File: src/core/tism_pkg.sv
// Package for the timer interrupt status and mask block.
// Assumes a 32-bit register port with byte offsets as printed.

package tism_pkg;

  localparam int unsigned ADDR_W = 12;
  localparam int unsigned DATA_W = 32;
  localparam int unsigned NUM_SRC = 7;

  // ****************************************
  // Register byte offsets
  // ****************************************
  localparam logic [11:0] OFS_INTERRUPT_ENABLE_MASK    = 12'h018;
  localparam logic [11:0] OFS_RAW_INTERRUPT_STATUS     = 12'h01C;
  localparam logic [11:0] OFS_MASKED_INTERRUPT_STATUS  = 12'h020;
  localparam logic [11:0] OFS_INTERRUPT_CLEAR          = 12'h024;

  // ****************************************
  // Bit positions of the sources
  // ****************************************
  localparam int unsigned BIT_FIRST_TIMEOUT  = 0;
  localparam int unsigned BIT_CAP1_MATCH     = 1;
  localparam int unsigned BIT_CAP1_EDGE      = 2;
  localparam int unsigned BIT_CLOCK_EVENT    = 3;
  localparam int unsigned BIT_SECOND_TIMEOUT = 8;
  localparam int unsigned BIT_CAP2_MATCH     = 9;
  localparam int unsigned BIT_CAP2_EDGE      = 10;
  localparam int unsigned FIELD_W            = 11;

  // Bits 10:8 and 3:0 implemented, 7:4 read zero
  localparam logic [10:0] IMPL_MASK   = 11'h70F;
  localparam logic [10:0] FIELD_RESET = 11'h000;
  localparam logic [31:0] DATA_RESET  = 32'h0000_0000;

endpackage : tism_pkg

File: src/core/tism_core.sv
// Interrupt mask, raw status and masked status of a general timer module.
// Assumes event inputs are one-cycle or level pulses synchronous to ref_clk_in.
//
// Notes on behaviour
// - Mask bit one enables, zero disables
// - Mask bits 10,9,8: cap2 edge, match, timeout
// - Mask bits 3..0: clock, cap1 edge, match, timeout
// - Raw bit sets on event, mask ignored
// - Raw bit clears only by clear write one or by reset
// - Masked bit equals raw and mask
// - Clear write one also clears masked bit
// - Raw register same positions, read only
// - Masked register same positions, writes ignored
// - Bits 7:4 zero; upper bits read zero
// - Clear at 0x024 clears ones only
//
// Implementation choice: the plain strobed port.

`timescale 1ns/100ps
`default_nettype none

module tism_core
  import tism_pkg::*;
(
  input  wire logic                ref_clk_in,
  input  wire logic                nrst_in,
  input  wire logic [ADDR_W-1:0]   addr_in,
  input  wire logic [DATA_W-1:0]   wdata_in,
  input  wire logic                wr_in,
  input  wire logic                rd_in,
  input  wire logic                first_timeout_evt_in,
  input  wire logic                cap1_match_evt_in,
  input  wire logic                cap1_edge_evt_in,
  input  wire logic                clock_event_evt_in,
  input  wire logic                second_timeout_evt_in,
  input  wire logic                cap2_match_evt_in,
  input  wire logic                cap2_edge_evt_in,
  output logic [DATA_W-1:0]        rdata_out,
  output logic                     irq_out
);

  // ****************************************
  // Event collection
  // ****************************************
  logic [FIELD_W-1:0] evt_vec;
  logic [FIELD_W-1:0] mask_reg;
  logic [FIELD_W-1:0] raw_reg;
  logic [FIELD_W-1:0] raw_next;
  logic [FIELD_W-1:0] masked;
  logic [FIELD_W-1:0] clr_vec;
  logic               wr_mask;
  logic               wr_clear;

  always_comb begin
    evt_vec                     = '0;
    evt_vec[BIT_FIRST_TIMEOUT]  = first_timeout_evt_in;
    evt_vec[BIT_CAP1_MATCH]     = cap1_match_evt_in;
    evt_vec[BIT_CAP1_EDGE]      = cap1_edge_evt_in;
    evt_vec[BIT_CLOCK_EVENT]    = clock_event_evt_in;
    evt_vec[BIT_SECOND_TIMEOUT] = second_timeout_evt_in;
    evt_vec[BIT_CAP2_MATCH]     = cap2_match_evt_in;
    evt_vec[BIT_CAP2_EDGE]      = cap2_edge_evt_in;
  end

  assign wr_mask  = wr_in && (addr_in == OFS_INTERRUPT_ENABLE_MASK);
  assign wr_clear = wr_in && (addr_in == OFS_INTERRUPT_CLEAR);
  assign clr_vec  = wr_clear ? (wdata_in[FIELD_W-1:0] & IMPL_MASK) : '0;

  // ****************************************
  // Mask register
  // ****************************************
  always_ff @(posedge ref_clk_in or negedge nrst_in) begin
    if (!nrst_in) begin
      mask_reg <= FIELD_RESET;
    end else if (wr_mask) begin
      // Upper bits dropped, 7:4 held zero
      mask_reg <= wdata_in[FIELD_W-1:0] & IMPL_MASK;
    end
  end

  // ****************************************
  // Raw status, per bit
  // ****************************************
  // Set wins over a clear in the same cycle, so no event is lost
  genvar gi;
  generate
    for (gi = 0; gi < FIELD_W; gi++) begin : g_raw
      always_comb begin
        if (IMPL_MASK[gi] && evt_vec[gi]) begin
          raw_next[gi] = 1'b1;
        end else if (clr_vec[gi]) begin
          raw_next[gi] = 1'b0;
        end else begin
          raw_next[gi] = raw_reg[gi] & IMPL_MASK[gi];
        end
      end
    end
  endgenerate

  always_ff @(posedge ref_clk_in or negedge nrst_in) begin
    if (!nrst_in) begin
      raw_reg <= FIELD_RESET;
    end else begin
      raw_reg <= raw_next;
    end
  end

  // Masked view follows raw, so a clear drops both together
  assign masked = raw_reg & mask_reg;

  // ****************************************
  // Read port and interrupt line
  // ****************************************
  always_ff @(posedge ref_clk_in or negedge nrst_in) begin
    if (!nrst_in) begin
      rdata_out <= DATA_RESET;
    end else if (rd_in) begin
      unique case (addr_in)
        OFS_INTERRUPT_ENABLE_MASK:   rdata_out <= {21'h000000, mask_reg};
        OFS_RAW_INTERRUPT_STATUS:    rdata_out <= {21'h000000, raw_reg};
        OFS_MASKED_INTERRUPT_STATUS: rdata_out <= {21'h000000, masked};
        default:                     rdata_out <= DATA_RESET;
      endcase
    end else begin
      rdata_out <= DATA_RESET;
    end
  end

  // Registered from next values so irq tracks status with no extra lag
  always_ff @(posedge ref_clk_in or negedge nrst_in) begin
    if (!nrst_in) begin
      irq_out <= 1'b0;
    end else begin
      irq_out <= |(raw_next & (wr_mask ? (wdata_in[FIELD_W-1:0] & IMPL_MASK) : mask_reg));
    end
  end

endmodule : tism_core

`default_nettype wire

File: config.mk
export PLATFORM = sky130hd
export DESIGN_NAME = tism_core
export DESIGN_NICKNAME = d
export VERILOG_FILES = /design/src/core/tism_pkg.sv /design/src/core/tism_core.sv
export SDC_FILE = /design/constraint.sdc
export NUM_CORES = 1
export LEC_CHECK = 0
export BUFFER_PORTS_ARGS = -buffer_cell sky130_fd_sc_hd__buf_2
export CORE_MARGIN = 3
export CORE_UTILIZATION = 35
export DETAILED_ROUTE_END_ITERATION = 12
export GPL_TIMING_DRIVEN = 0
export PLACE_DENSITY = 0.75
export SLEW_MARGIN = 20
export SYNTH_ARGS = -nofsm -noshare
export SYNTH_HDL_FRONTEND = slang
export SYNTH_SLANG_ARGS = --single-unit
File: constraint.sdc
create_clock -name ref_clk_in -period 1.41 [get_ports ref_clk_in]
set_input_delay 0.141 -clock ref_clk_in [delete_from_list [all_inputs] [get_ports ref_clk_in]]
set_output_delay 0.141 -clock ref_clk_in [all_outputs]
set_load 0.03 [all_outputs]
==> impl_results.rst, run 1 <==
.. list-table::
   :header-rows: 1

   * - Metric
     - Value
   * - Result of the run
     - finished, violations left
   * - First-pass GRT wire length
     - 4.17 mm
   * - Net switching fraction of the power
     - 28.1%
   * - Antenna diode instance count
     - 0
   * - Logic gate share of total power
     - 21.3%
   * - CTS clk-pin slew, worst paths
     - 0.12 ns
   * - Slew headroom
     - 52.9%
   * - Critical-path cell list
     - buf_6 > or4_4 > or4_4 > buf_4 > mux2_1 > a22oi_1 > nand3_1
   * - Number of detailed-routing iterations run before antenna repair
     - 4
   * - Critical Path End
     - irq_out$_DFF_PN0_
   * - P_sw
     - 0.325 mW
   * - Hold violation total from the final report
     - 0
   * - Final clock period utilization by the worst path
     - 144%
   * - Synthesized area
     - 1220 um^2
   * - Starting DRC count in detailed routing
     - 58
   * - Core region area
     - 3200 um^2
   * - GPL Wtd Cong
     - 0.744
   * - Origin of the worst setup path
     - addr_in[9]
   * - Die Y-Extent
     - 65.1 um
   * - Count of clock tree sinks
     - 22
   * - Kind of cell adding the most delay to the critical path
     - simple AND/OR/NAND/NOR gates
   * - Setup slack on the worst flop-to-flop path
     - 0.17 ns
   * - Cell at the slowest stage of the critical path
     - sky130_fd_sc_hd__or4_4
   * - I/O Buffers
     - 37
   * - Area growth from synthesis to layout
     - 37.1%
   * - Worst endpoint required time
     - 1.58 ns
   * - Number of distinct library cells after synthesis
     - 24
   * - Max Clock Skew
     - 0.00496 ns
   * - Worst IR Drop VDD
     - 0.290 mV
   * - Total number of vias
     - 974
   * - Buffer and inverter count on the worst path
     - 2
   * - Fraction of the yosys area taken by sequential cells
     - 45.0%
   * - Final setup violating endpoints
     - 15
   * - H-Tree Depth
     - 1
   * - R2R Path End
     - irq_out$_DFF_PN0_
   * - Critical path class
     - in -> reg
   * - Nature of the critical path endpoint
     - flop
   * - Dominant cell type by count on the critical path
     - sky130_fd_sc_hd__or4_4
   * - #FFs+latches synth
     - 22
   * - Minimum setup slack in the final design
     - -0.617 ns
   * - Time the worst path needs with I/O delays and setup
     - 2.03 ns
   * - Minimum setup slack after placement
     - -1.04 ns
   * - Clock tree from TritonCTS
     - done
   * - Floorplan die width
     - 65.1 um
   * - Skew-Pair Late Insertion Delay
     - 0.30 ns
   * - Sum of net half-perimeters after detailed placement
     - 2.01 mm
   * - DIE AREA
     - 4240 um^2
   * - Maximum fanout along the worst path
     - 5
   * - Global Route Usage Sum
     - 12.1%
   * - Static leakage power
     - 0.934 nW
   * - FF/Latch Area
     - 551 um^2
   * - Sequential fraction of design power
     - 54.8%
   * - Cell area power density
     - 689 nW/um^2
   * - Proportion of layout cells with a drive suffix above 1
     - 47.5%
   * - Depth of the critical timing path with buffers and inverters included
     - 7
   * - Count of maximum capacitance violations
     - 0
   * - Clk pwr share
     - 23.9%
   * - R2r worst-path depth
     - 3
   * - Slew of the pin with the lowest slew margin
     - 0.700 ns
   * - Routed WL
     - 2.59 mm
   * - Top-level I/O count
     - 88
   * - Max Transition Viols Final
     - 0
   * - Maximum number of pins on one net before global-route repair
     - 23
   * - Net total in the final layout
     - 240
   * - Number of standard-cell rows in the floorplan
     - 20
   * - Largest buffer count on any clock path
     - 2
   * - Critical path data arrival time
     - 2.20 ns
   * - Highest clock frequency the design can meet
     - 0.493 GHz
   * - Design Power
     - 1.16 mW
   * - DR WL/cell
     - 11.4 um
   * - Average vias per placed instance
     - 4.29
   * - Internal Dissipation
     - 0.830 mW
   * - Synth warnings
     - 0
   * - Number of design rule violations left after detail routing
     - 0
   * - Starting Density
     - 38.2%
   * - Remaining Overflow, GRT
     - 0
   * - Number of antenna violations at the first check in global routing
     - 0
   * - Antenna-violating nets left
     - 0
   * - Post-synthesis cell count
     - 114
   * - Vias in the first global route
     - 961
   * - RSZ-0062 raised after global routing
     - yes
   * - Root buffer selected by CTS
     - sky130_fd_sc_hd__clkbuf_4
   * - Type of the most critical hold path
     - in -> reg
   * - Failing checks
     - setup timing
   * - Filler Cell Count
     - 315
   * - Maximum single-stage delay on the critical path
     - 0.61 ns
   * - Total area of multi-input combinational cells
     - 587 um^2
   * - Average size of a mapped cell
     - 10.7 um^2
   * - Startpoint type of the worst setup path
     - primary input
   * - Worst flop-to-flop path startpoint
     - mask_reg[1]$_DFF_PN0_
   * - TritonCTS Buffers
     - 3
## layout make-up
type                    count  share of cell area (%)
plain buffers              25                    11.2
flip-flops and latches     22                    32.8
well taps                  44                    3.28
multi-input cells          84                    35.0
repair buffers             43                    15.1
clock buffers               3                    1.34
inverters                   6                    1.34
## through the flow
stage	instance area [um^2]	hold WS, ns	std cells	utilization (%)	setup TNS (ns)
final	1680	0.0474	227	52.4	-3.80
after global routing	1680	0.0430	227	52.4	-5.01
after CTS	1640	0.0386	226	51.2	-4.96
after detailed placement	1560	0.124	219	48.7	-13.72
after global placement	1550	0.125	219	48.5	-16.32
after floorplan	1310	-0.155	138	-	-7.78
## per-layer routing
layer  routed length [um]  vias to the layer above  global-route usage (%)
met5                    0                        -                       0
met4                    0                        0                    1.55
met3                  175                        0                    2.22
met2                 1300                       39                    22.1
met1                 1110                      437                    15.3
li1                     -                      498                       -
## cells in the mapped netlist, drive strengths merged
| library cell | count | area share, % |
|---|---|---|
| a21o | 8 | 4.9 |
| a222oi | 1 | 0.82 |
| a22oi | 9 | 5.5 |
| a31oi | 6 | 3.1 |
| buf | 26 | 16 |
| conb | 1 | 0.31 |
| dfrtp | 22 | 45 |
| inv | 6 | 1.8 |
| mux2 | 7 | 7.1 |
| nand3 | 1 | 0.41 |
| nand3b | 1 | 0.61 |
| nor2 | 6 | 1.8 |
| nor2b | 7 | 3.6 |
| nor4 | 4 | 2.0 |
| or2 | 1 | 0.51 |
| or3 | 1 | 0.61 |
| or3b | 3 | 2.1 |
| or4 | 3 | 2.6 |
| or4bb | 1 | 0.92 |
## placed cells by master (no fill, tap or decap), drive strengths merged, types with 4 or more instances in the layout
cell type,count
a31oi,6
a22oi,9
conb,25
buf,67
nor4,4
mux2,7
dfrtp,22
nor2b,7
nor2,6
a21o,8
inv,6
## power by group through the flow
stage / sequential (mW) / combinational, mW / clock (mW)
3_5_place_dp: 0.645 / 0.228 / 0
3_3_place_gp: 0.645 / 0.225 / 0
6_report: 0.633 / 0.247 / 0.276
2_1_floorplan: 0.647 / 0.161 / 0
4_1_cts: 0.633 / 0.237 / 0.282
5_1_grt: 0.634 / 0.267 / 0.305
## repair_timing
item	4_1_cts	5_1_grt
gates cloned	0	0
setup buffers	4	1
hold buffers	1	0
resized for setup	4	5
hold endpoints to repair	22	0
pin swaps	5	8
endpoints found under the setup margin	22	16
## kinds of logic after synthesis
family                 synth area share, %
DFF                                   45.0
other                                0.306
muxes                                 7.05
buffers and inverters                 18.1
and+or+nand+nor                       15.2
AOI/OAI and AO/OA                     14.3
## worst min path at each step
stage,startpoint,slack [ns],depth (start not counted),end
CTS,wdata_in[10],0.04,2,raw_reg[10]$_DFF_PN0_
finish,wdata_in[10],0.05,2,raw_reg[10]$_DFF_PN0_
detailed placement,nrst_in,0.12,1,rdata_out[2]$_DFF_PN0_
global route,second_timeout_evt_in,0.04,2,raw_reg[8]$_DFF_PN0_
global placement,nrst_in,0.13,1,rdata_out[8]$_DFF_PN0_
floorplan,nrst_in,-0.15,0,irq_out$_DFF_PN0_
Note: power is estimated with default switching activity, not from simulation.
==> inputs of run 2 (changes only) <==
CELL_PAD_IN_SITES_DETAIL_PLACEMENT = 2   (was unset)
CELL_PAD_IN_SITES_GLOBAL_PLACEMENT = 2   (was unset)
CORE_UTILIZATION = 22   (was 35)
PLACE_DENSITY = 0.84   (was 0.75)
==> run 2 against run 1 <==
  * The run still ends with setup timing left
  * Via count is 15% higher
  * Routed wire length rose by 50%
  * Combinational power grew 6%
  * Fmax shrank 5.1%
  * Sequential power hardly changed
  * Global-route usage decreased by 0.99 points
  * Final cell count increased by 14%
  * Clock-buffer cell count is the same
  * Worst hold slack improved by 0.040 ns
  * Clock power up 110%
  * Non-clock buffer count grew 4
  * Critical path depth fell by 1
  * Largest cell class unchanged
  * Highest routed layer is now met4
==> impl_results.rst, run 2 (synthesis results as in run 1) <==
.. list-table::
   :header-rows: 1

   * - Metric
     - Value
   * - R2r worst-path depth
     - 4 (+1)
   * - Critical-path cell list
     - buf_6 > or4_4 > nor4_1 > a21o_1 > a22oi_1 > nor2b_1
   * - Count of clock tree sinks
     - 22 (unchanged)
   * - Critical path data arrival time
     - 2.32 ns (+0.12 ns)
   * - GPL Wtd Cong
     - 0.708 (-4.9%)
   * - Cell at the slowest stage of the critical path
     - sky130_fd_sc_hd__nor4_1
   * - Slew headroom
     - 20.9% (-32 points)
   * - Remaining Overflow, GRT
     - 0 (unchanged)
   * - Floorplan die width
     - 80.6 um (+24%)
   * - Maximum fanout along the worst path
     - 7 (+2)
   * - Result of the run
     - finished, violations left
   * - Root buffer selected by CTS
     - sky130_fd_sc_hd__clkbuf_8
   * - First-pass GRT wire length
     - 5.60 mm (+34%)
   * - Inst Count DP
     - 245 (+12%)
   * - Max Transition Viols Final
     - 0 (unchanged)
   * - Setup slack on the worst flop-to-flop path
     - 0.05 ns (-0.12 ns)
   * - Failing checks
     - setup timing
   * - Top-level I/O count
     - 88 (unchanged)
   * - Static leakage power
     - 0.981 nW (+5.0%)
   * - Critical path class
     - in -> reg
   * - Critical Path End
     - rdata_out[10]$_DFF_PN0_
   * - Hold violation total from the final report
     - 0 (unchanged)
   * - Routed WL
     - 3.89 mm (+50%)
   * - Cell Count, Final, Fillers Out
     - 258 (+14%)
   * - R2R Path End
     - irq_out$_DFF_PN0_
   * - Largest buffer count on any clock path
     - 2 (unchanged)
   * - Sum of net half-perimeters after detailed placement
     - 2.69 mm (+34%)
   * - Clock tree from TritonCTS
     - done
   * - Final TNS setup
     - -7.88 ns (-4.08 ns)
   * - Minimum setup slack in the final design
     - -0.726 ns (-0.110 ns)
   * - Number of detailed-routing iterations run before antenna repair
     - 4 (unchanged)
   * - Number of design rule violations left after detail routing
     - 0 (unchanged)
   * - Global Route Usage Sum
     - 11.2% (-0.99 points)
   * - Die Y-Extent
     - 80.6 um (+24%)
   * - RSZ-0062 raised after global routing
     - yes
   * - Most frequent standard cell in the layout excluding fill and tap cells
     - sky130_fd_sc_hd__buf_2
   * - Number of standard-cell rows in the floorplan
     - 26 (+30%)
   * - H-Tree Depth
     - 1 (unchanged)
   * - Worst flop-to-flop path startpoint
     - raw_reg[2]$_DFF_PN0_
   * - Count of maximum capacitance violations
     - 0 (unchanged)
   * - Core region area
     - 5240 um^2 (+64%)
   * - Maximum single-stage delay on the critical path
     - 1.01 ns (+0.40 ns)
   * - Filler Cell Count
     - 598 (+90%)
   * - TritonCTS Buffers
     - 3 (unchanged)
   * - Net total in the final layout
     - 244 (+1.7%)
   * - Starting DRC count in detailed routing
     - 64 (+10%)
   * - Type of the most critical hold path
     - in -> reg
   * - Max Clock Skew
     - 0.00706 ns (+0.00210 ns)
   * - Origin of the worst setup path
     - addr_in[10]
   * - Highest clock frequency the design can meet
     - 0.468 GHz (-5.1%)
   * - Slew of the pin with the lowest slew margin
     - 1.18 ns (+0.476 ns)
   * - Antenna-violating nets left
     - 0 (unchanged)
   * - Starting Density
     - 23.4% (-15 points)
   * - Total number of vias
     - 1,116 (+15%)
   * - Vias in the first global route
     - 1,187 (+24%)
   * - Area growth from synthesis to layout
     - 52.4%
   * - Time the worst path needs with I/O delays and setup
     - 2.14 ns (+0.110 ns)
   * - Maximum number of pins on one net before global-route repair
     - 23 (unchanged)
   * - Antenna diode instance count
     - 0 (unchanged)
   * - Number of antenna violations at the first check in global routing
     - 0 (unchanged)
   * - Cell area power density
     - 796 nW/um^2 (+16%)
   * - DIE AREA
     - 6490 um^2 (+53%)
   * - Startpoint type of the worst setup path
     - primary input
   * - Final clock period utilization by the worst path
     - 152% (+7.8 points)
   * - CTS clk-pin slew, worst paths
     - 0.08 ns (-0.04 ns)
   * - Worst IR Drop VDD
     - 0.555 mV (+91%)
   * - DR WL/cell
     - 15.1 um (+32%)
   * - I/O Buffers
     - 37 (unchanged)
   * - Skew-Pair Late Insertion Delay
     - 0.27 ns (-0.03 ns)
   * - Nature of the critical path endpoint
     - flop
   * - Average vias per placed instance
     - 4.33 (+0.81%)
   * - Top library cells by usage in the layout, fill and taps aside
     - 36 x sky130_fd_sc_hd__buf_2, 30 x sky130_fd_sc_hd__buf_4, 25 x sky130_fd_sc_hd__conb_1
   * - Proportion of layout cells with a drive suffix above 1
     - 51.6% (+4.1 points)
   * - Worst endpoint required time
     - 1.59 ns (about the same)
   * - Final setup violating endpoints
     - 22 (+7)
run 2: metrics by stage:
step           hold slack [ns]  power [mW]  utilization (%)  area [um^2]  setup WS (ns)
3_5_place_dp             0.136       0.877             30.4         1590          -1.16
3_3_place_gp             0.122       0.870             30.3         1590          -1.46
4_1_cts                 0.0763        1.48             32.7         1710         -0.721
5_1_grt                 0.0854        1.55             35.6         1860         -0.795
2_1_floorplan           -0.155       0.809                -         1310         -0.775
6_report                0.0874        1.48             35.6         1860         -0.726
run 2: where the power goes:
part | total [mW] | switching, mW | internal (mW)
sequential | 0.633 | 0.000749 | 0.632
clock | 0.590 | 0.211 | 0.379
combinational | 0.262 | 0.161 | 0.100
run 2: how the worst min path moves through the flow:
stage / from / endpoint / slack, ns / depth (start not counted)
3_5_place_dp: nrst_in / rdata_out[10]$_DFF_PN0_ / 0.14 / 1
3_3_place_gp: nrst_in / rdata_out[8]$_DFF_PN0_ / 0.12 / 1
5_1_grt: second_timeout_evt_in / raw_reg[8]$_DFF_PN0_ / 0.09 / 2
6_report: second_timeout_evt_in / raw_reg[8]$_DFF_PN0_ / 0.09 / 2
2_1_floorplan: nrst_in / irq_out$_DFF_PN0_ / -0.15 / 0
4_1_cts: wdata_in[0] / raw_reg[0]$_DFF_PN0_ / 0.08 / 2
run 2: timing repair:
action	CTS	global route
gates resized for setup	4	16
hold buffers	1	0
setup endpoints to repair	22	22
hold endpoints to repair	22	0
pin swaps	7	6
setup buffers	4	5
run 2: area by class of cell:
type                    instances  area (um^2)  share of cell area, %
plain buffers                  25          188                   10.1
clock buffers                   3         41.3                   2.21
clock inverters                 1         30.0                   1.61
inverters                       6         22.5                   1.21
multi-input cells              84          657                   35.2
flip-flops and latches         22          551                   29.5
well taps                      70         87.6                   4.70
repair buffers                 47          288                   15.4
run 2: metal layers:
layer	track usage (%)	vias to the layer above	wire length, um
met5	0	-	0
li1	-	506	-
met3	2.13	12	223
met2	20.6	51	2100
met4	5.41	0	142
met1	12.0	547	1430
run 2: critical path, delay by kind of cell:
kind,cells,cell delay [ns]
AO/OA/AOI/OAI,2,0.33
AND/OR/NAND/NOR,3,1.76
buffers and inverters,1,0.09
==> inputs of run 3 (changes only) <==
ABC_AREA = 1   (was unset)
CORE_UTILIZATION = 21   (was 22)
PLACE_DENSITY = 0.83   (was 0.84)
==> run 3 against run 2 <==
  * Flip-flop and latch count unchanged
  * The flow now finishes without violations
  * Worst hold slack got worse by 0.0099 ns
  * Clock power decreased by 32%
==> impl_results.rst, run 3 <==
.. list-table::
   :header-rows: 1

   * - Metric
     - Value
   * - Result of the run
     - completed
   * - Routed WL
     - 4.04 mm (+3.8%)
   * - Setup slack on the worst flop-to-flop path
     - 0.45 ns (+0.40 ns)
   * - Vias in the first global route
     - 1,428 (+20%)
   * - Worst endpoint required time
     - 1.59 ns (about the same)
   * - Count of clock tree sinks
     - 22 (unchanged)
   * - Proportion of layout cells with a drive suffix above 1
     - 34.0% (-18 points)
   * - Critical Path End
     - rdata_out[0]$_DFF_PN0_
   * - #FFs+latches synth
     - 22 (unchanged)
   * - Sum of net half-perimeters after detailed placement
     - 3.27 mm (+22%)
   * - Number of standard-cell rows in the floorplan
     - 28 (+7.7%)
   * - Top-level I/O count
     - 88 (unchanged)
   * - Final clock period utilization by the worst path
     - 84.9% (-67 points)
   * - TritonCTS Buffers
     - 3 (unchanged)
   * - Critical path data arrival time
     - 1.38 ns (-0.94 ns)
   * - Static leakage power
     - 1.08 nW (+11%)
   * - Number of design rule violations left after detail routing
     - 0 (unchanged)
   * - Synth warnings
     - 0 (unchanged)
   * - Routing usage on met1
     - 13.0% (+0.96 points)
   * - Maximum number of pins on one net before global-route repair
     - 23 (unchanged)
   * - Met2 track demand over resource
     - 21.6% (+1.0 points)
   * - Async set-reset flop share out of synthesis
     - 100% (unchanged)
   * - CTS clk-pin slew, worst paths
     - 0.08 ns (about the same)
   * - Die Y-Extent
     - 86.5 um (+7.3%)
   * - Root buffer selected by CTS
     - sky130_fd_sc_hd__clkbuf_8
   * - Skew-Pair Late Insertion Delay
     - 0.26 ns (about the same)
   * - Startpoint type of the worst setup path
     - primary input
   * - Starting DRC count in detailed routing
     - 42 (-34%)
   * - Worst IR Drop VDD
     - 0.297 mV (-47%)
   * - Remaining Overflow, GRT
     - 0 (unchanged)
   * - Type of the most critical hold path
     - in -> reg
   * - Antenna-violating nets left
     - 0 (unchanged)
   * - Most frequent standard cell in the layout excluding fill and tap cells
     - sky130_fd_sc_hd__nand2_1
   * - Origin of the worst setup path
     - addr_in[1]
   * - Starting Density
     - 22.3% (-1.1 points)
   * - Cell area power density
     - 720 nW/um^2 (-9.6%)
   * - Number of detailed-routing iterations run before antenna repair
     - 4 (unchanged)
   * - Fraction of the yosys area taken by sequential cells
     - 40.5% (-4.5 points)
   * - GPL Wtd Cong
     - 0.768 (+8.5%)
   * - Time the worst path needs with I/O delays and setup
     - 1.20 ns (-0.940 ns)
   * - Cell Count, Final, Fillers Out
     - 313 (+21%)
   * - Dominant cell by count in the synthesized netlist
     - sky130_fd_sc_hd__nand2_1
   * - Number of distinct library cells after synthesis
     - 18 (-25%)
   * - Leading area contributor after synthesis
     - sky130_fd_sc_hd__dfrtp_1
   * - Commonest register cell after synthesis
     - sky130_fd_sc_hd__dfrtp_1
   * - Design Power
     - 1.29 mW (-13%)
   * - R2r worst-path depth
     - 6 (+2)
   * - Slew of the pin with the lowest slew margin
     - 0.509 ns (-0.667 ns)
   * - Core region area
     - 6100 um^2 (+16%)
   * - First-pass GRT wire length
     - 6.71 mm (+20%)
   * - GR Layer Usage met3
     - 3.04% (+0.91 points)
   * - Area growth from synthesis to layout
     - 31.4%
   * - Filler Cell Count
     - 756 (+26%)
   * - Routing layer with the top usage in global route
     - met2
   * - Total number of vias
     - 1,260 (+13%)
   * - R2R Path End
     - irq_out$_DFF_PN0_
   * - Top library cells by usage in the layout, fill and taps aside
     - 57 x sky130_fd_sc_hd__nand2_1, 36 x sky130_fd_sc_hd__buf_2, 26 x sky130_fd_sc_hd__buf_4
   * - Synthesized area
     - 1360 um^2 (+11%)
   * - DR WL/cell
     - 12.9 um (-14%)
   * - Max Clock Skew
     - 0.00165 ns (-0.00540 ns)
   * - Worst flop-to-flop path startpoint
     - raw_reg[0]$_DFF_PN0_
   * - Number of antenna violations at the first check in global routing
     - 0 (unchanged)
   * - Nature of the critical path endpoint
     - flop
   * - Maximum fanout along the worst path
     - 8 (+1)
   * - Final setup violating endpoints
     - 0 (-100%)
   * - DIE AREA
     - 7480 um^2 (+15%)
   * - Post-synthesis cell count
     - 174 (+53%)
   * - Number of synthesized flops with an enable pin
     - 0 (unchanged)
   * - Net total in the final layout
     - 295 (+21%)
   * - Average vias per placed instance
     - 4.03 (-6.9%)
   * - Average size of a mapped cell
     - 7.82 um^2 (-27%)
   * - Count of maximum capacitance violations
     - 0 (unchanged)
   * - Antenna diode instance count
     - 0 (unchanged)
   * - Synth top cells by count
     - 58 x sky130_fd_sc_hd__nand2_1, 26 x sky130_fd_sc_hd__buf_4, 22 x sky130_fd_sc_hd__dfrtp_1
   * - Slew headroom
     - 66.1% (+45 points)
   * - Top cells by area in the synthesized netlist
     - sky130_fd_sc_hd__dfrtp_1 40%, sky130_fd_sc_hd__nand2_1 16%, sky130_fd_sc_hd__buf_4 14%, sky130_fd_sc_hd__inv_1 5.0%, sky130_fd_sc_hd__nand3_1 3.3%
   * - Max Transition Viols Final
     - 0 (unchanged)
   * - Highest clock frequency the design can meet
     - 0.836 GHz (+79%)
   * - Floorplan die width
     - 86.5 um (+7.3%)
   * - Largest buffer count on any clock path
     - 2 (unchanged)
   * - Proportion of netlist area held by the largest area contributor
     - 40.5% (-4.5 points)
   * - Inst Count DP
     - 309 (+26%)
   * - Global Route Usage Sum
     - 11.5% (+0.39 points)
   * - Clock tree from TritonCTS
     - done
   * - Hold violation total from the final report
     - 0 (unchanged)
   * - RSZ-0062 raised after global routing
     - no
   * - H-Tree Depth
     - 1 (unchanged)
   * - Critical path class
     - in -> reg
   * - I/O Buffers
     - 36 (-2.7%)
run 3: cell types whose count changed after synthesis, moves of 8 or more:
cell / previous run / this run
sky130_fd_sc_hd__nand2_1: 0 / 58
sky130_fd_sc_hd__inv_1: 6 / 18
sky130_fd_sc_hd__a22oi_1: 9 / 0
sky130_fd_sc_hd__a21o_1: 8 / 0
sky130_fd_sc_hd__nand3_1: 1 / 9
run 3: cell type report:
type / count / area (um^2) / area share [%]
repair buffers: 37 / 190 / 10.6
flip-flops and latches: 22 / 551 / 30.8
well taps: 75 / 93.8 / 5.25
inverters: 20 / 75.1 / 4.20
clock buffers: 3 / 41.3 / 2.31
plain buffers: 26 / 195 / 10.9
multi-input cells: 130 / 641 / 35.9
run 3: kinds of logic after synthesis:
| logic type | after synthesis | share of synthesized area [%] |
|---|---|---|
| simple gates | 91 | 34.2 |
| buf+inv | 46 | 19.9 |
| flops | 22 | 40.5 |
| compound gates | 14 | 5.15 |
| other cells | 1 | 0.276 |
run 3: what timing repair did:
item	CTS	global route
gates resized for setup	0	3
endpoints found under the hold margin	22	0
hold buffers	1	0
setup buffers	0	0
setup endpoints to repair	0	4
run 3: per-layer routing:
layer	share of wire [%]	routed length, um
met1	39	1580
met2	54	2200
met3	5.6	226
met4	0.99	40
met5	0	0
run 3: critical path, cell delays in order:
cell and delay [ns]:
sky130_fd_sc_hd__buf_2 0.11, sky130_fd_sc_hd__nor2_2 0.13, sky130_fd_sc_hd__nand2_1 0.10, sky130_fd_sc_hd__nor2_4 0.25, sky130_fd_sc_hd__nand2_1 0.12, sky130_fd_sc_hd__inv_1 0.24
sky130_fd_sc_hd__nand2_1 0.10, sky130_fd_sc_hd__a21oi_1 0.19
run 3: through the flow:
step	hold slack (ns)	utilization (%)	cell area (um^2)	TNS, ns	worst slack (ns)
3_5_place_dp	0.149	28.3	1720	-0.829	-0.193
6_report	0.0775	29.3	1790	0	0.214
2_1_floorplan	-0.155	-	1450	0	0.306
5_1_grt	0.0729	29.3	1790	0	0.0377
4_1_cts	0.0761	29.1	1780	0	0.0864
3_3_place_gp	0.143	28.3	1720	-0.461	-0.185
run 3: how the worst min path moves through the flow:
| stage | start | to | slack, ns | depth (start not counted) |
|---|---|---|---|---|
| floorplan | nrst_in | irq_out$_DFF_PN0_ | -0.15 | 0 |
| global route | clock_event_evt_in | raw_reg[3]$_DFF_PN0_ | 0.07 | 3 |
| global placement | nrst_in | rdata_out[2]$_DFF_PN0_ | 0.14 | 1 |
| CTS | clock_event_evt_in | raw_reg[3]$_DFF_PN0_ | 0.08 | 3 |
| finish | clock_event_evt_in | raw_reg[3]$_DFF_PN0_ | 0.08 | 3 |
| detailed placement | nrst_in | rdata_out[2]$_DFF_PN0_ | 0.15 | 1 |
run 3: where the power goes:
| part | internal (mW) | switching [mW] | total, mW |
|---|---|---|---|
| registers | 0.632 | 0.000675 | 0.633 |
| logic | 0.0895 | 0.165 | 0.254 |
| clock network | 0.191 | 0.208 | 0.399 |
